<file path="src/inc/pds_consts.vh">
// Purpose: Shared constants of the program/data space access block
// Assumes: 16-bit data space, 24-bit program words
// Notes:   Address limits are plain defaults, change per memory size
`ifndef PDS_CONSTS_VH
`define PDS_CONSTS_VH

// Request operations
`define PDS_OP_RD      3'h0
`define PDS_OP_WR      3'h1
`define PDS_OP_MAC     3'h2
`define PDS_OP_TRL     3'h3
`define PDS_OP_TRH     3'h4
`define PDS_OP_TWL     3'h5
`define PDS_OP_TWH     3'h6

// Instruction classes for window cost
`define PDS_CLS_MAC    2'h0
`define PDS_CLS_MOV    2'h1
`define PDS_CLS_MOVD   2'h2
`define PDS_CLS_OTHER  2'h3

// Fixed data space layout
`define PDS_WIN_BIT    15
`define PDS_Y_BASE     16'h0800
`define PDS_Y_TOP      16'h0fff
`define PDS_RAM_TOP    16'h1fff

// Extra cycle counts
`define PDS_COST_NONE  2'h0
`define PDS_COST_ONE   2'h1
`define PDS_COST_TWO   2'h2

// Address steps
`define PDS_STEP_WORD  16'h0002
`define PDS_STEP_BYTE  16'h0001

// Register byte offsets
`define PDS_REG_CTRL   8'h00
`define PDS_REG_WPAGE  8'h04
`define PDS_REG_TPAGE  8'h08
`define PDS_REG_STAT   8'h0c
`define PDS_REG_XMS    8'h10
`define PDS_REG_XME    8'h14
`define PDS_REG_YMS    8'h18
`define PDS_REG_YME    8'h1c
`define PDS_REG_BREV   8'h20

`endif

</file>
<file path="src/core/pds_access.v">
// Purpose: Program and data space access for a 16-bit signal core
// Assumes: Memories answer one cycle after a registered strobe
// Notes:   One request in flight; busy_o high until done_o
`timescale 1ns/1ps
`include "pds_consts.vh"
module pds_access (
	input  wire        clk_i,
	input  wire        rst_i,
	input  wire        wb_cyc_i,
	input  wire        wb_stb_i,
	input  wire        wb_we_i,
	input  wire [7:0]  wb_adr_i,
	input  wire [3:0]  wb_sel_i,
	input  wire [31:0] wb_dat_i,
	output wire [31:0] wb_dat_o,
	output wire        wb_ack_o,
	input  wire        req_i,
	input  wire [2:0]  op_i,
	input  wire [1:0]  cls_i,
	input  wire        byte_i,
	input  wire [15:0] x_ea_i,
	input  wire [15:0] y_ea_i,
	input  wire [15:0] wdata_i,
	input  wire        x_mod_i,
	input  wire        y_mod_i,
	input  wire        bitrev_i,
	input  wire        rpt_in_i,
	input  wire        rpt_first_i,
	input  wire        rpt_last_i,
	input  wire        rpt_int_exit_i,
	input  wire        rpt_int_reentry_i,
	output wire        busy_o,
	output wire        done_o,
	output wire [15:0] rdata_o,
	output wire [15:0] y_rdata_o,
	output wire [15:0] x_next_ea_o,
	output wire [15:0] y_next_ea_o,
	output wire [23:0] prog_addr_o,
	output wire        prog_cfg_o,
	output wire        prog_rd_o,
	output wire [2:0]  prog_wen_o,
	output wire [23:0] prog_wdata_o,
	input  wire [23:0] prog_rdata_i,
	output wire [15:0] x_addr_o,
	output wire        x_rd_o,
	output wire [1:0]  x_be_o,
	output wire [15:0] x_wdata_o,
	input  wire [15:0] x_rdata_i,
	output wire [15:0] y_addr_o,
	output wire        y_rd_o,
	input  wire [15:0] y_rdata_i
);
	localparam S_IDLE  = 4'b0001;
	localparam S_ISSUE = 4'b0010;
	localparam S_CAPT  = 4'b0100;
	localparam S_EXTRA = 4'b1000;

	// Software visible state
	reg        win_en_ff;
	reg [7:0]  wpage_ff;
	reg [7:0]  tpage_ff;
	reg [15:0] xms_ff;
	reg [15:0] xme_ff;
	reg [15:0] yms_ff;
	reg [15:0] yme_ff;
	reg [15:0] brev_ff;
	reg        ack_ff;
	reg [31:0] dat_ff;
	reg [31:0] nxt_dat;

	// Access sequencing
	reg [3:0]  state_ff;
	reg [1:0]  cnt_ff;
	reg [2:0]  op_ff;
	reg        byte_ff;
	reg        bsel_ff;
	reg        xzero_ff;
	reg        yzero_ff;
	reg        win_ff;
	reg [1:0]  extra_ff;
	reg        busy_ff;
	reg        done_ff;
	reg [15:0] rdata_ff;
	reg [15:0] yrdata_ff;
	reg [15:0] xnext_ff;
	reg [15:0] ynext_ff;
	reg        last_zero_ff;
	reg        last_win_ff;

	// Memory strobes
	reg [23:0] paddr_ff;
	reg        pcfg_ff;
	reg        prd_ff;
	reg [2:0]  pwen_ff;
	reg [23:0] pwdata_ff;
	reg [15:0] xaddr_ff;
	reg        xrd_ff;
	reg [1:0]  xbe_ff;
	reg [15:0] xwdata_ff;
	reg [15:0] yaddr_ff;
	reg        yrd_ff;

	wire        is_tbl;
	wire        is_trd;
	wire        is_mac;
	wire        is_rd;
	wire        x_win;
	wire        x_in_y;
	wire        y_in_y;
	wire        x_impl;
	wire        x_zero;
	wire        y_zero;
	wire        bsel;
	wire [1:0]  cost;
	wire [15:0] xnext;
	wire [15:0] ynext;
	wire        wb_req;
	wire        wb_wr;
	reg  [23:0] nxt_paddr;
	reg  [2:0]  nxt_pwen;
	reg  [23:0] nxt_pwdata;
	reg  [15:0] src;
	reg  [15:0] nxt_rdata;

	function [15:0] wr16;
		input [15:0] old;
		input [15:0] dat;
		input [1:0]  sel;
		begin
			wr16 = {sel[1] ? dat[15:8] : old[15:8],
				sel[0] ? dat[7:0] : old[7:0]};
		end
	endfunction

	// Request decode, taken straight from the core inputs
	assign is_tbl = (op_i == `PDS_OP_TRL) || (op_i == `PDS_OP_TRH) ||
		(op_i == `PDS_OP_TWL) || (op_i == `PDS_OP_TWH);
	assign is_trd = (op_i == `PDS_OP_TRL) || (op_i == `PDS_OP_TRH);
	assign is_mac = (op_i == `PDS_OP_MAC);
	assign is_rd  = (op_i == `PDS_OP_RD) || is_mac;
	assign bsel   = x_ea_i[0];
	assign x_win  = !is_tbl && x_ea_i[`PDS_WIN_BIT] && win_en_ff;
	assign x_in_y = (x_ea_i >= `PDS_Y_BASE) && (x_ea_i <= `PDS_Y_TOP);
	assign y_in_y = (y_ea_i >= `PDS_Y_BASE) && (y_ea_i <= `PDS_Y_TOP);
	assign x_impl = (x_ea_i <= `PDS_RAM_TOP);
	// Y addresses stay legal for non-MAC reads
	assign x_zero = !x_win && (!x_impl || (is_mac && x_in_y));
	assign y_zero = !y_in_y;

	pds_cost u_cost (
		.win_i      (x_win),
		.cls_i      (cls_i),
		.rpt_in_i   (rpt_in_i),
		.rpt_edge_i (rpt_first_i | rpt_last_i |
			rpt_int_exit_i | rpt_int_reentry_i),
		.extra_o    (cost)
	);

	pds_agu u_agu_x (
		.ea_i        (x_ea_i),
		.step_i      (byte_i ? `PDS_STEP_BYTE : `PDS_STEP_WORD),
		.mod_en_i    (x_mod_i),
		.mod_start_i (xms_ff),
		.mod_end_i   (xme_ff),
		.rev_en_i    (bitrev_i && (op_i == `PDS_OP_WR)),
		.rev_mod_i   (brev_ff),
		.next_o      (xnext)
	);

	pds_agu u_agu_y (
		.ea_i        (y_ea_i),
		.step_i      (`PDS_STEP_WORD),
		.mod_en_i    (y_mod_i),
		.mod_start_i (yms_ff),
		.mod_end_i   (yme_ff),
		.rev_en_i    (1'b0),
		.rev_mod_i   (brev_ff),
		.next_o      (ynext)
	);

	// Program address and write lanes
	always @* begin
		nxt_paddr  = {1'b0, wpage_ff, x_ea_i[14:1], 1'b0};
		nxt_pwen   = 3'h0;
		nxt_pwdata = {8'h00, wdata_i};
		if (is_tbl) begin
			nxt_paddr = {tpage_ff, x_ea_i[15:1], 1'b0};
		end
		if (op_i == `PDS_OP_TWL) begin
			if (byte_i) begin
				nxt_pwen   = {1'b0, bsel, !bsel};
				nxt_pwdata = {8'h00, wdata_i[7:0], wdata_i[7:0]};
			end else begin
				nxt_pwen = 3'h3;
			end
		end else if (op_i == `PDS_OP_TWH) begin
			// Upper byte reached only here
			nxt_pwen   = (byte_i && bsel) ? 3'h0 : 3'h4;
			nxt_pwdata = {wdata_i[7:0], 16'h0000};
		end
	end

	// Read data selection at capture
	always @* begin
		src = x_rdata_i;
		if (xzero_ff) begin
			src = 16'h0000;
		end else if (op_ff == `PDS_OP_TRL || win_ff) begin
			src = prog_rdata_i[15:0];
		end else if (op_ff == `PDS_OP_TRH) begin
			src = {8'h00, prog_rdata_i[23:16]};
		end
		nxt_rdata = src;
		if (byte_ff) begin
			// High byte of a high table read is zero by construction
			nxt_rdata = {8'h00, bsel_ff ? src[15:8] : src[7:0]};
		end
	end

	always @(posedge clk_i) begin
		if (rst_i) begin
			state_ff     <= S_IDLE;
			cnt_ff       <= `PDS_COST_NONE;
			op_ff        <= `PDS_OP_RD;
			byte_ff      <= 1'b0;
			bsel_ff      <= 1'b0;
			xzero_ff     <= 1'b0;
			yzero_ff     <= 1'b0;
			win_ff       <= 1'b0;
			extra_ff     <= `PDS_COST_NONE;
			busy_ff      <= 1'b0;
			done_ff      <= 1'b0;
			rdata_ff     <= 16'h0000;
			yrdata_ff    <= 16'h0000;
			xnext_ff     <= 16'h0000;
			ynext_ff     <= 16'h0000;
			last_zero_ff <= 1'b0;
			last_win_ff  <= 1'b0;
			paddr_ff     <= 24'h000000;
			pcfg_ff      <= 1'b0;
			prd_ff       <= 1'b0;
			pwen_ff      <= 3'h0;
			pwdata_ff    <= 24'h000000;
			xaddr_ff     <= 16'h0000;
			xrd_ff       <= 1'b0;
			xbe_ff       <= 2'h0;
			xwdata_ff    <= 16'h0000;
			yaddr_ff     <= 16'h0000;
			yrd_ff       <= 1'b0;
		end else begin
			done_ff <= 1'b0;
			prd_ff  <= 1'b0;
			pwen_ff <= 3'h0;
			xrd_ff  <= 1'b0;
			xbe_ff  <= 2'h0;
			yrd_ff  <= 1'b0;
			case (state_ff)
			S_IDLE: begin
				if (req_i) begin
					state_ff  <= S_ISSUE;
					busy_ff   <= 1'b1;
					op_ff     <= op_i;
					byte_ff   <= byte_i;
					bsel_ff   <= bsel;
					win_ff    <= x_win && is_rd;
					xzero_ff  <= x_zero && !is_tbl;
					yzero_ff  <= y_zero;
					extra_ff  <= is_rd ? cost : `PDS_COST_NONE;
					xnext_ff  <= xnext;
					ynext_ff  <= is_mac ? ynext : y_ea_i;
					paddr_ff  <= nxt_paddr;
					pcfg_ff   <= is_tbl && tpage_ff[7];
					prd_ff    <= is_trd || (x_win && is_rd);
					pwen_ff   <= nxt_pwen;
					pwdata_ff <= nxt_pwdata;
					xaddr_ff  <= x_ea_i;
					xrd_ff    <= is_rd && !x_win && !x_zero;
					yaddr_ff  <= y_ea_i;
					yrd_ff    <= is_mac && !y_zero;
					xwdata_ff <= byte_i ?
						{wdata_i[7:0], wdata_i[7:0]} : wdata_i;
					// Window writes are dropped, not mapped
					if (op_i == `PDS_OP_WR && x_impl) begin
						xbe_ff <= byte_i ?
							{bsel, !bsel} : 2'h3;
					end
				end
			end
			S_ISSUE: begin
				state_ff <= S_CAPT;
			end
			S_CAPT: begin
				rdata_ff     <= nxt_rdata;
				yrdata_ff    <= yzero_ff ? 16'h0000 : y_rdata_i;
				last_zero_ff <= xzero_ff ||
					(op_ff == `PDS_OP_MAC && yzero_ff);
				last_win_ff  <= win_ff;
				if (extra_ff != `PDS_COST_NONE) begin
					state_ff <= S_EXTRA;
					cnt_ff   <= extra_ff;
				end else begin
					state_ff <= S_IDLE;
					busy_ff  <= 1'b0;
					done_ff  <= 1'b1;
				end
			end
			S_EXTRA: begin
				cnt_ff <= cnt_ff - `PDS_COST_ONE;
				if (cnt_ff == `PDS_COST_ONE) begin
					state_ff <= S_IDLE;
					busy_ff  <= 1'b0;
					done_ff  <= 1'b1;
				end
			end
			default: begin
				state_ff <= S_IDLE;
				busy_ff  <= 1'b0;
			end
			endcase
		end
	end

	// Classic slave, one wait state; writes land on the ack edge
	// so a request dropped before ack commits nothing
	assign wb_req = wb_cyc_i && wb_stb_i && !ack_ff;
	assign wb_wr  = wb_cyc_i && wb_stb_i && wb_we_i && ack_ff;

	always @* begin
		nxt_dat = 32'h00000000;
		case (wb_adr_i)
		`PDS_REG_CTRL:  nxt_dat[0] = win_en_ff;
		`PDS_REG_WPAGE: nxt_dat[7:0] = wpage_ff;
		`PDS_REG_TPAGE: nxt_dat[7:0] = tpage_ff;
		`PDS_REG_STAT:  nxt_dat[2:0] = {last_win_ff, last_zero_ff, busy_ff};
		`PDS_REG_XMS:   nxt_dat[15:0] = xms_ff;
		`PDS_REG_XME:   nxt_dat[15:0] = xme_ff;
		`PDS_REG_YMS:   nxt_dat[15:0] = yms_ff;
		`PDS_REG_YME:   nxt_dat[15:0] = yme_ff;
		`PDS_REG_BREV:  nxt_dat[15:0] = brev_ff;
		default:        nxt_dat = 32'h00000000;
		endcase
	end

	always @(posedge clk_i) begin
		if (rst_i) begin
			ack_ff    <= 1'b0;
			dat_ff    <= 32'h00000000;
			win_en_ff <= 1'b0;
			wpage_ff  <= 8'h00;
			tpage_ff  <= 8'h00;
			xms_ff    <= 16'h0000;
			xme_ff    <= 16'h0000;
			yms_ff    <= 16'h0000;
			yme_ff    <= 16'h0000;
			brev_ff   <= 16'h0000;
		end else begin
			ack_ff <= wb_req;
			if (wb_req) begin
				dat_ff <= wb_we_i ? 32'h00000000 : nxt_dat;
			end
			if (wb_wr && wb_sel_i[0]) begin
				case (wb_adr_i)
				`PDS_REG_CTRL:  win_en_ff <= wb_dat_i[0];
				`PDS_REG_WPAGE: wpage_ff <= wb_dat_i[7:0];
				`PDS_REG_TPAGE: tpage_ff <= wb_dat_i[7:0];
				default: ;
				endcase
			end
			if (wb_wr) begin
				case (wb_adr_i)
				`PDS_REG_XMS:
					xms_ff <= wr16(xms_ff, wb_dat_i[15:0], wb_sel_i[1:0]);
				`PDS_REG_XME:
					xme_ff <= wr16(xme_ff, wb_dat_i[15:0], wb_sel_i[1:0]);
				`PDS_REG_YMS:
					yms_ff <= wr16(yms_ff, wb_dat_i[15:0], wb_sel_i[1:0]);
				`PDS_REG_YME:
					yme_ff <= wr16(yme_ff, wb_dat_i[15:0], wb_sel_i[1:0]);
				`PDS_REG_BREV:
					brev_ff <= wr16(brev_ff, wb_dat_i[15:0], wb_sel_i[1:0]);
				default: ;
				endcase
			end
		end
	end

	assign wb_dat_o     = dat_ff;
	assign wb_ack_o     = ack_ff;
	assign busy_o       = busy_ff;
	assign done_o       = done_ff;
	assign rdata_o      = rdata_ff;
	assign y_rdata_o    = yrdata_ff;
	assign x_next_ea_o  = xnext_ff;
	assign y_next_ea_o  = ynext_ff;
	assign prog_addr_o  = paddr_ff;
	assign prog_cfg_o   = pcfg_ff;
	assign prog_rd_o    = prd_ff;
	assign prog_wen_o   = pwen_ff;
	assign prog_wdata_o = pwdata_ff;
	assign x_addr_o     = xaddr_ff;
	assign x_rd_o       = xrd_ff;
	assign x_be_o       = xbe_ff;
	assign x_wdata_o    = xwdata_ff;
	assign y_addr_o     = yaddr_ff;
	assign y_rd_o       = yrd_ff;
endmodule

</file>
<file path="src/core/pds_agu.v">
// Purpose: Post-modify address generation for one pointer
// Assumes: Modulo end is the last address stepped onto
// Notes:   Bit reversal takes precedence over modulo
`timescale 1ns/1ps
`include "pds_consts.vh"
module pds_agu (
	input  wire [15:0] ea_i,
	input  wire [15:0] step_i,
	input  wire        mod_en_i,
	input  wire [15:0] mod_start_i,
	input  wire [15:0] mod_end_i,
	input  wire        rev_en_i,
	input  wire [15:0] rev_mod_i,
	output reg  [15:0] next_o
);
	wire [15:0] rev_ea;
	wire [15:0] rev_mod;
	wire [15:0] rev_sum;
	wire [15:0] rev_next;
	wire [15:0] lin;

	genvar i;
	generate
		for (i = 0; i < 16; i = i + 1) begin : g_rev
			assign rev_ea[i]   = ea_i[15-i];
			assign rev_mod[i]  = rev_mod_i[15-i];
			assign rev_next[i] = rev_sum[15-i];
		end
	endgenerate

	// Reverse-carry add as plain add of mirrored operands
	assign rev_sum = rev_ea + rev_mod;
	assign lin     = ea_i + step_i;

	always @* begin
		next_o = lin;
		if (rev_en_i) begin
			next_o = rev_next;
		end else if (mod_en_i && ea_i == mod_end_i) begin
			next_o = mod_start_i;
		end
	end
endmodule

</file>
<file path="src/core/pds_cost.v">
// Purpose: Extra cycles of a program window access
// Assumes: Repeat iteration flags come from the core sequencer
// Notes:   Pure combinational
`timescale 1ns/1ps
`include "pds_consts.vh"
module pds_cost (
	input  wire       win_i,
	input  wire [1:0] cls_i,
	input  wire       rpt_in_i,
	input  wire       rpt_edge_i,
	output reg  [1:0] extra_o
);
	always @* begin
		extra_o = `PDS_COST_NONE;
		if (win_i) begin
			if (rpt_in_i) begin
				if (rpt_edge_i) begin
					extra_o = `PDS_COST_TWO;
				end
			end else if (cls_i == `PDS_CLS_OTHER) begin
				extra_o = `PDS_COST_TWO;
			end else begin
				extra_o = `PDS_COST_ONE;
			end
		end
	end
endmodule

</file>
<file path="config.mk">
export PLATFORM = sky130hd
export DESIGN_NAME = pds_access
export DESIGN_NICKNAME = d
export VERILOG_FILES = /design/src/core/pds_access.v /design/src/core/pds_agu.v /design/src/core/pds_cost.v
export VERILOG_INCLUDE_DIRS = /design/src /design/src/inc
export SDC_FILE = /design/constraint.sdc
export NUM_CORES = 1
export LEC_CHECK = 0
export ABC_AREA = 0
export ABC_CLOCK_PERIOD_IN_PS = 10250
export BUFFER_PORTS_ARGS = -buffer_cell sky130_fd_sc_hd__clkbuf_2
export CAP_MARGIN = 20
export CELL_PAD_IN_SITES_DETAIL_PLACEMENT = 0
export CELL_PAD_IN_SITES_GLOBAL_PLACEMENT = 1
export CORE_ASPECT_RATIO = 1.75
export CORE_MARGIN = 10
export CORE_UTILIZATION = 43
export DETAILED_ROUTE_END_ITERATION = 8
export PLACE_DENSITY_LB_ADDON = 0.1
export SLEW_MARGIN = 25
export SYNTH_ARGS = -nofsm -noshare
export SYNTH_HDL_FRONTEND = slang
export SYNTH_HIERARCHICAL = 1
export SYNTH_SLANG_ARGS = --single-unit
</file>
<file path="constraint.sdc">
create_clock -name clk_i -period 10.25 [get_ports clk_i]
set_input_delay 1.5375 -clock clk_i [delete_from_list [all_inputs] [get_ports clk_i]]
set_output_delay 1.5375 -clock clk_i [all_outputs]
set_load 0.05 [all_outputs]
</file>
* Word-level counts from Yosys, hierarchy flattened *
Index checks and enable logic that the tools add are counted.

word-level totals
  flip-flop bits (word level) = 319
  logic and storage cells = 193

cells by class
  add/sub/neg operators = 4
  order comparisons = 5
  equal/unequal tests = 29
  mux-type cells = 44
  bitwise gates (word level) = 7
  reduce and logical (&&, ||, !) cells = 61

operators by type and width
  cell                     count
  $mux W16                 12
  $mux W24                 3
  $pmux W8 S5              1
  $pmux W5 S7              1
  $eq A16 B16 Y1           2
  $eq A8 B5 Y1 const B     4
  $ge A16 B12 Y1 const B   2
  $le A16 B12 Y1 const B   2
  $reduce_and A3 Y1        10
  $logic_and A1 B1 Y1      23
  $mux W2                  9
  $add A16 B16 Y16         1
  $add A16 B2 Y16          1
  $add A16 B2 Y16 const B  1
  $eq A8 B4 Y1 const B     2
  $le A16 B13 Y1 const B   1
  $pmux W2 S8              1
  $pmux W4 S4              1
  $eq A3 B2 Y1 const B     4
  $eq A3 B3 Y1 const B     4
  $mux W4                  3
  $reduce_and A2 Y1        6
  $mux W3                  3
  $pmux W1 S9              1
  other kinds (26)         52

* Logic depth before layout (Yosys ltp) *
Gate-level depths: netlist of the first run.

  depth after elaboration = 11
  mapped depth = 13
  mapped depth without buffers = 11

* Hierarchy *
The synthesis of the first run kept the hierarchy.

modules (own cells, without submodules)
  module             times used  cells an instance  area an instance (µm²)  seq. area each (µm²)
  pds_access         1           1422               12166.7                 5725.5
  pds_agu (u_agu_y)  1           265                1923.1                  0.0
  pds_agu (u_agu_x)  1           260                1870.5                  0.0
  pds_cost           1           5                  40.0                    0.0

* Least setup slack after synthesis of the first run *
OpenSTA, ideal clock, no wires.

  path type = in2reg
  start = input port byte_i
  end = register xnext_ff[14], in the netlist x_next_ea_o[14]
  data arrival time = 4.192 ns
  data required time = 10.180 ns
  path slack = 5.987 ns
  cell stages on the path = 13
  buffers on the path = 2
  path through = clkbuf_1 buf_1 inv_1 fa_1 a211oi_1 nor2_1 a21oi_1 a21oi_1 o22ai_1 mux2_2 a221oi_1 nand2_1 a21oi_1

between the ends
  word-level cells in the longest chain between the ends = 4

RTL lines
  what                      RTL line          text
  start: declaration        pds_access.v:20   input wire byte_i,
  $mux W2 (no source line)  -
  $add A16 B2 Y16           pds_agu.v:33      assign lin = ea_i + step_i;
  $mux W16                  pds_agu.v:39      end else if (mod_en_i && ea_i == mod_end_i) begin
  $mux W16                  pds_agu.v:37      if (rev_en_i) begin
  named net xnext[14]       pds_access.v:115  wire [15:0] xnext;
  end signal: assignment    pds_access.v:269  xnext_ff <= xnext;
  end: declaration          pds_access.v:85   reg [15:0] xnext_ff;

The timed path passes the listed nets, and every way through them passes these cells.
A chain may end at the register's enable or synchronous reset.

* Worst setup path in the final report of the first run *
Same ends and word-level chain as after synthesis.

==> metrics.txt, run 1 <==
Post-synth EDFFs 0; cell chain of the critical path clkbuf_2 > ha_1 > fa_1 > a211oi_1 > nor2_1 > a21oi_1 > a21oi_1 > o22ai_1 > mux2_2 > a221oi_1 > nand2_1 > a21oi_1; clock share of power 36.0%; MaxCap Viol Count 0; Setup TNS 0 ns; Routed Antenna Nets 0; fin. max-slew vios 0; Worst Slack Setup Final 6.19 ns; DR DRC count 0; chip width 166 um; Psw 1000 uW; DR WL/cell 21.9 um; Layout area overhead 17.5%; CTS Buf Count 28; placer's final routability congestion estimate 0.948; Seq/Total Area, Yosys 35.8%; Finished Core Util 51.1%; critical path's slowest cell fa_1; internal power 1940 uW; worst stage delay on the critical path 0.44 ns; I/O pin total 372; Fill cells 3720; Slew headroom 39.5%; post-layout minimum cycle time 4.06 ns; vias in the first global route 15.1k; first-pass GRT wire length 90400 um; cell count after synthesis 1952; #FFs+latches synth 286; # placed instances 2683; Vias per Instance 5.55; grt total ovfl 0; initial antenna violation count 3; commonest register cell after synthesis dfxtp_1; yosys synthesis warning count 6; Worst Tran Pin Value 0.908 ns; final hold viol count 0; port bufs 336; worst hold path type reg -> reg; PwrDens 157 nW/um^2; worst-case clock skew 0.0364 ns; Crit. Startpoint byte_i; Reg clk slew, reported paths 0.06 ns; status completed; Post-Syn Area 16000 sq um; nets 2472; layout cells sized above 1 20.5%; Leak Pwr 0.00802 uW; CTS Root Cell clkbuf_16; CP endpoint kind register; r2r startpoint state_ff[0]; Comb power frac 23.2%; WL final 59900 um; WP data required 10.74 ns; RSZ-0062 raised after global routing false; hold wc startpoint y_rdata_o[0]; # hold bufs at CTS 0; Synth async-reset ratio 0%; critical path's top delay family compound AO/OA/AOI/OAI gates; worst-skew pair later-pin latency 0.60 ns; post-CTS setup buffer count 0; Fin Hold WS 0.449 ns; # setup viols final 0; VDD IR max 0.139 mV; pin count of the biggest net entering global routing 125; GR Util All Layers 24.8%; Detailed Routing Iterations Pass 1 5; Synth Area per Inst 8.20 sq um; total number of vias 15.2k; PostCTS Resize Cnt 0; Crit path top cell by count a21oi_1; initial drt markers 711; core area 36800 sq um; switch share 34.0%; hpwl dp 46700 um; Clock Tree Buf Depth 3; fin cells 2736; critical path class in -> reg; CTS Sinks 286; Initial Util 43.5%; fmax 0.246 GHz; crit-path max FO 16; CTS tree built; Buf/Inv on CP 1; Setup Slack @ Placement 5.55 ns; synth unique cells 95; die area 45600 sq um; share of power burned in registers 40.8%; die height 275 um; FP Rows 93; arrival time worst endpoint 4.56 ns; startpoint types input pin; final period utilization 39.6%; H-tree Lvls 1
-- layout by cell type, fill, tap and decap left out, types with 27 or more instances in the layout --
cell type  instances
clkbuf_2         335
nand2_1          319
dfxtp_1          286
a21oi_1          231
nor2_1           152
nand3_1          109
mux2i_1           92
ha_1              61
conb_1            54
a211oi_1          47
o21ai_0           44
xor2_1            37
a22oi_1           37
xnor2_1           36
clkbuf_16         28
nor3_1            27
-- flip-flops by register name (all words and copies together), names as in the netlist, 16 cells and up --
| register | flops |
|---|---|
| prog_wdata_o | 24 |
| brev_ff | 16 |
| rdata_o | 16 |
| wb_dat_o | 16 |
| x_addr_o | 16 |
| x_next_ea_o | 16 |
| x_wdata_o | 16 |
| xme_ff | 16 |
| xms_ff | 16 |
| y_addr_o | 16 |
| y_next_ea_o | 16 |
| y_rdata_o | 16 |
| yme_ff | 16 |
| yms_ff | 16 |
-- synth_stat cells, types with 4 or more instances --
master	count	area share (%)
buf_2	29	0.91
o211ai_1	9	0.42
nor3b_1	10	0.47
mux2i_1	92	5.8
a222oi_1	4	0.25
buf_4	44	2.1
o22ai_1	5	0.20
xor2_1	37	2.0
a32oi_1	5	0.27
a221oi_1	21	1.1
clkbuf_1	64	1.5
dfxtp_1	286	36
buf_1	4	0.094
and3b_1	4	0.22
ha_1	61	4.8
o21bai_1	6	0.28
mux2_2	4	0.28
nor3_1	27	0.84
a21o_1	18	0.84
o31a_1	4	0.22
buf_6	8	0.56
o31ai_1	5	0.23
nand3b_1	20	0.94
nand2b_1	14	0.55
and2_1	5	0.20
nand2_1	320	7.5
xnor2_1	36	2.0
a21oi_1	231	7.2
nand4_1	13	0.51
inv_1	21	0.49
nand3_1	109	3.4
a22o_1	4	0.22
and3_1	6	0.23
or2_2	5	0.20
a22oi_1	37	1.7
nor4_1	8	0.31
a31oi_1	8	0.31
fa_1	4	0.50
a211oi_1	47	2.2
nor2_1	154	3.6
o21ai_0	44	1.4
o21ai_1	16	0.50
o21a_1	7	0.33
nor2b_1	8	0.31
-- final timing paths --
check,to,slack (ns),cells past startpoint
hold reg to reg,y_rdata_o[0],0.45,2
setup / recovery,x_next_ea_o[14],6.19,12
hold / removal,y_rdata_o[0],0.45,2
setup reg to reg,prog_wdata_o[2],7.08,6
-- layer usage --
layer | global-route usage (%) | routed length (um) | vias up
li1 | - | - | 7463
met1 | 26.0 | 21800 | 7097
met2 | 46.1 | 31600 | 515
met3 | 4.30 | 3250 | 111
met4 | 13.5 | 3190 | 0
met5 | 0 | 0 | -
-- metrics by stage --
stage,area (sq um),power [uW]
2_1_floorplan,16200,1720
3_3_place_gp,17800,1900
3_5_place_dp,17800,1910
4_1_cts,18800,2970
5_1_grt,18800,3060
6_report,18800,2940
-- area by class of cell --
class                      instances  area [sq um]  share of cell area, %
antenna                            3          7.51                 0.0399
inverter                          22          82.6                  0.439
multi-input combinational       1546          9620                   51.1
timing repair buffer             355          1840                   9.77
tap                              475           594                   3.16
clock buffer                      41           840                   4.47
sequential                       286          5730                   30.5
clock inverter                     8           100                  0.532
-- tightest hold or removal path, stage by stage (launching register included) --
cell and delay [ns]:
dfxtp_1 0.31, nand2_1 0.05, a21oi_1 0.05
-- cell families after synthesis --
group                    Yosys count  share of synthesized area, %
AO/OA/AOI/OAI                    505                          19.9
AND/OR/NAND/NOR                  748                          22.8
other                              2                        0.0469
flip-flops                       286                          35.8
multiplexers                     101                          6.53
buffers and inverters            172                          5.74
adder cells (fa/ha/maj)           65                          5.27
XOR/XNOR                          73                          4.00
-- power groups by stage --
stage | Sequential [uW] | Combinational [uW] | Clock [uW]
after floorplan | 1380 | 336 | 0
after CTS | 1200 | 680 | 1090
after global placement | 1220 | 675 | 0
final | 1200 | 682 | 1060
after global routing | 1210 | 735 | 1120
after detailed placement | 1230 | 678 | 0
Note: power is estimated with default switching activity, not from simulation.
==> run 2, diff against run 1 <==
- ABC_AREA: 0 -> 1
- ABC_CLOCK_PERIOD_IN_PS: 10250 -> 3600
- CORE_UTILIZATION: 43 -> 35
- clock period: 10.25 -> 3.6 ns (I/O delays scaled with it)
==> run 2 against run 1 <==
  * Register-to-register slack got worse by 5.8 ns
  * Cell area increased by 7.6%
  * Worst setup slack got worse by 5.0 ns
  * Critical path depth increased by 3
  * Synthesized cell count increased by 35%
  * Critical path type unchanged
  * Largest cell class unchanged
  * Largest power group unchanged
  * Highest routed layer is now met5
==> metrics.txt, run 2 <==
status completed; total number of vias 18.2k; Post-synth EDFFs 0; startpoint types input pin; pin count of the biggest net entering global routing 86; CP endpoint kind register; Setup Slack @ Placement 0.546 ns; nets 3180; fmax 0.416 GHz; Synth async-reset ratio 0%; cell chain of the critical path clkbuf_2 > clkinv_1 > fa_1 > nand3_1 > nand3_1 > nand2_1 > nand2_1 > nand2_1 > nand2_1 > nand2_1 > nand3_1 > nand2_1 > nand2_1 > nand2_1 > a21oi_1; first-pass GRT wire length 109000 um; CTS Sinks 286; CTS tree built; setup slack, reg-to-reg 1.26 ns; post-layout minimum cycle time 2.40 ns; Largest register FFs 24; DR WL/cell 20.2 um; port bufs 336; Crit path top cell by count nand2_1; fin cells 3626; Clock Tree Buf Depth 3; FP Rows 107; fin. max-slew vios 0; cell count after synthesis 2642; # hold bufs at CTS 0; critical path class in -> reg; worst hold path type in -> reg; crit-path max FO 11; die area 58600 sq um; I/O pin total 372; Initial Util 35.3%; layout cells sized above 1 16.8%; Worst Slack Setup Final 1.20 ns; Worst Tran Pin Value 0.840 ns; final hold viol count 0; commonest register cell after synthesis dfxtp_1; chip width 187 um; Layout area overhead 17.9%; #FFs+latches synth 286; Post-Syn Area 17200 sq um; # setup viols final 0; PostCTS Resize Cnt 0; Fin Hold WS 0.200 ns; Synth Area per Inst 6.49 sq um; critical path's slowest cell fa_1; Leak Pwr 0.00972 uW; H-tree Lvls 1; vias in the first global route 17.9k; GR Util All Layers 23.9%; grt total ovfl 0; initial antenna violation count 3; final period utilization 66.7%; cell with the most instances after synthesis nand2_1; Vias per Instance 5.01; worst-skew pair later-pin latency 0.59 ns; RSZ-0062 raised after global routing false; MaxCap Viol Count 0; arrival time worst endpoint 2.83 ns; Synth area leader dfxtp_1; Slew headroom 44.0%; post-CTS setup buffer count 0; yosys synthesis warning count 6; # placed instances 3570; PwrDens 420 nW/um^2; synth unique cells 45; WL final 73300 um; commonest non-fill, non-tap cell in the layout nand2_1; initial drt markers 950; Detailed Routing Iterations Pass 1 6; worst stage delay on the critical path 0.57 ns; Routed Antenna Nets 0; Synth top area share 33.4%; Seq/Total Area, Yosys 33.4%; Setup TNS 0 ns; synth top area cells dfxtp_1 (33%), nand2_1 (16%), nor2_1 (7.0%), a21oi_1 (6.4%), nand3_1 (6.4%); CTS Root Cell clkbuf_16; hpwl dp 59300 um; Reg clk slew, reported paths 0.06 ns; most frequent cells in the layout nand2_1 (739), clkbuf_2 (335), nor2_1 (318), dfxtp_1 (286), a21oi_1 (220); Finished Core Util 41.6%; WP data required 4.03 ns; die height 313 um; core area 48600 sq um; worst-case clock skew 0.0199 ns; placer's final routability congestion estimate 0.927; DR DRC count 0; VDD IR max 0.350 mV; CTS Buf Count 29; list of most frequent post-synthesis cells nand2_1 (739), nor2_1 (318), dfxtp_1 (286)
run 2: cell types whose count changed after synthesis, sizes merged, moves of 89 or more:
| cell | before | now |
|---|---|---|
| nand2 | 323 | 753 |
| inv | 22 | 242 |
| mux2i | 92 | 3 |
| nand3 | 114 | 226 |
| o21ai | 61 | 182 |
| nor2 | 157 | 356 |
run 2: per-stage QoR:
| step | instance area [sq um] | power [uW] |
|---|---|---|
| floorplan | 17300 | 4800 |
| global placement | 19200 | 5370 |
| detailed placement | 19200 | 5370 |
| CTS | 20200 | 8570 |
| global route | 20200 | 8860 |
| finish | 20200 | 8500 |
run 2: power breakdown:
part / internal [uW] / switching [uW]
sequential: 3290 / 87.6
clock: 1840 / 1340
combinational: 486 / 1460
total: 5620 / 2890
run 2: kinds of logic (layout without fill, tap and decap cells):
| family | Yosys count | after routing | share of synthesized area (%) |
|---|---|---|---|
| simple gates | 1424 | 1424 | 36.1 |
| compound gates | 453 | 453 | 13.8 |
| buf+inv | 377 | 656 | 10.0 |
| flops | 286 | 286 | 33.4 |
| fa+ha+maj | 65 | 65 | 4.92 |
| xor+xnor | 32 | 32 | 1.63 |
| mux | 3 | 3 | 0.175 |
| other cells | 2 | 53 | 0.0438 |
run 2: area by class of cell:
| cell class | instances | area (sq um) |
|---|---|---|
| diodes | 2 | 5.00 |
| clock buffers | 47 | 893 |
| clock inverters | 7 | 105 |
| fillers | 5336 | 28400 |
| inverters | 247 | 931 |
| multi-input cells | 2028 | 9900 |
| flip-flops and latches | 286 | 5730 |
| well taps | 654 | 818 |
| repair buffers | 355 | 1850 |
run 2: metal layers:
| layer | vias to the layer above | share of wire, % | GRT usage, % |
|---|---|---|---|
| met4 | 2 | 6.3 | 14.3 |
| met2 | 569 | 52 | 45.0 |
| li1 | 9154 | - | - |
| met3 | 123 | 4.7 | 3.30 |
| met5 | - | 0.014 | 0 |
| met1 | 8312 | 37 | 24.5 |
run 2: worst max-delay path, delay by kind of cell:
kind,cells,cell delay [ns]
and+or+nand+nor,11,1.00
adders and majority gates,1,0.57
AOI/OAI and AO/OA,1,0.06
buffers and inverters,2,0.66
run 2: final timing paths:
path                   start              end  depth (start not counted)
max                   byte_i  x_next_ea_o[14]                         15
min             y_rdata_i[9]     y_rdata_o[9]                          3
max reg2reg        yme_ff[5]  y_next_ea_o[12]                         12
min reg2reg  x_next_ea_o[13]  x_next_ea_o[13]                          2
==> run 3, diff against run 2 <==
- ABC_CLOCK_PERIOD_IN_PS: 3600 -> 2400
- CORE_UTILIZATION: 35 -> 39
- clock period: 3.6 -> 2.4 ns (I/O delays scaled with it)
==> run 3 against run 2 <==
  * Via count increased by 2.9%
  * Cell count increased by 0.47%
  * Flip-flop and latch count unchanged
  * Clock skew fell by 0.0034 ns
  * Utilization rose by 6.7 points
  * First-iteration DRC count up 5.7%
  * Routed wire length up 1.2%
  * Critical path type is now reg -> reg
  * Critical endpoint is now x_next_ea_o[1]
==> metrics.txt, run 3 (synthesized netlist as in run 2, its figures left out) <==
GR peak layer met2; fin. max-slew vios 0; final hold viol count 0; FP Rows 101; final instance area 21000 sq um; r2r startpoint brev_ff[15]; DR WL/cell 20.4 um; grt total ovfl 0; critical path class reg -> reg; post-layout minimum cycle time 2.14 ns; Routed Antenna Nets 0; initial drt markers 1004; DR DRC count 0; total number of vias 18.7k; Crit Reg-Reg Endpoint x_next_ea_o[1]; status completed; commonest non-fill, non-tap cell in the layout nand2_1; Vias per Instance 5.13; fin cells 3643; Detailed Routing Iterations Pass 1 5; Critical Path End x_next_ea_o[1]; CTS Buf Count 28; vias in the first global route 18.5k; PostCTS Resize Cnt 0; worst-skew pair later-pin latency 0.58 ns; MaxCap Viol Count 0; CTS Root Cell clkbuf_16; chip width 179 um; Largest register FFs 24; CP endpoint kind register; Placed Area 20000 sq um; # placed instances 3590; die height 297 um; setup slack, reg-to-reg 0.26 ns; core area 43500 sq um; fmax 0.468 GHz; WL final 74200 um; # setup viols final 0; Worst Tran Pin Value 0.783 ns; placer's final routability congestion estimate 1.05; crit-path max FO 3; WHS Path Cells 3; Reg clk slew, reported paths 0.07 ns; CTS tree built; worst reg-to-reg path cell count 13; hpwl dp 61000 um; pin count of the biggest net entering global routing 73; Initial Util 39.5%; worst-case clock skew 0.0165 ns; PwrDens 616 nW/um^2; WP data required 2.82 ns; initial antenna violation count 2; first-pass GRT wire length 110000 um; met1 Usage GRT 25.7%; RSZ-0062 raised after global routing false; nets 3288; startpoint types register; VDD IR max 0.632 mV; routing usage on met2 51.1%; H-tree Lvls 1; Pwr Total 12900 uW; port bufs 336; layout cells sized above 1 19.8%; most frequent cells in the layout nand2_1 (739), clkbuf_2 (335), nor2_1 (318), dfxtp_1 (286), a21oi_1 (220); CTS Sinks 286; die area 53100 sq um; Crit. Startpoint brev_ff[15]; Fill cells 4665; Leak Pwr 0.0103 uW; Slew headroom 47.8%; final period utilization 89.1%; arrival time worst endpoint 2.56 ns; worst hold path type in -> reg; Clock Tree Buf Depth 3; Layout area overhead 22.5%; met3 global-route usage 3.43%; GR Util All Layers 26.8%; I/O pin total 372
==> run 3: cell count changes in the layout (fill, tap and decap cells not counted), sizes merged <==
cell and delta:
buf +108, clkbuf -12, clkinv +7, bufinv +1, clkinvlp +1, dlygate4sd3 +1
inv -1
==> run 3: timing repair <==
action,CTS,global route
setup buffers,0,0
hold buffers,1,0
endpoints found under the hold margin,1,0
==> run 3: where the power goes <==
part	internal, uW	total (uW)	switching, uW	leakage, uW
clock	2690	4730	2040	0.000482
sequential	4940	5070	130	0.00232
combinational	897	3140	2250	0.00747
==> run 3: per-layer routing <==
layer,vias to the layer above,wire (um)
met5,-,17
met4,2,5410
met3,170,4030
met2,614,39500
met1,8532,25200
li1,9364,-
==> run 3: worst min path at each step <==
stage	from	endpoint	slack, ns
after floorplan	xms_ff[0]	xms_ff[0]	0.44
after global placement	y_rdata_o[12]	y_rdata_o[12]	0.45
after detailed placement	x_wdata_o[13]	x_wdata_o[13]	0.46
after CTS	wdata_i[9]	prog_wdata_o[9]	0.0002
after global routing	rst_i	state_ff[1]	0.02
final	wdata_i[9]	prog_wdata_o[9]	0.02
==> run 3: final cells by class <==
type / instances / area, sq um / area share, %
antenna: 2 / 5.00 / 0.0238
clock buffer: 35 / 797 / 3.79
clock inverter: 15 / 194 / 0.923
inverter: 247 / 931 / 4.43
multi-input combinational: 2028 / 9900 / 47.1
sequential: 286 / 5730 / 27.3
tap: 566 / 708 / 3.37
timing repair buffer: 464 / 2750 / 13.1
==> run 3: worst max-delay path: stages, from the launching register on <==
cell	delay (ns)
dfxtp_1	0.37
ha_1	0.24
fa_1	0.40
nand2_1	0.11
nand2_1	0.07
nand3b_1	0.10
nand2_1	0.11
buf_4	0.16
nand3_1	0.09
nand3_1	0.09
nand2_1	0.07
o21ai_1	0.05
nand2_1	0.07
a21oi_1	0.06
==> run 3: stage by stage <==
step / setup TNS [ns] / util [%] / worst slack, ns / hold WS (ns)
2_1_floorplan: 0 / - / 0.233 / 0.444
3_3_place_gp: 0 / 46.0 / 0.00561 / 0.451
3_5_place_dp: -0.0928 / 46.0 / -0.0508 / 0.456
4_1_cts: 0 / 48.3 / 0.263 / 0.000233
5_1_grt: 0 / 48.3 / 0.137 / 0.0211
6_report: 0 / 48.3 / 0.263 / 0.0244
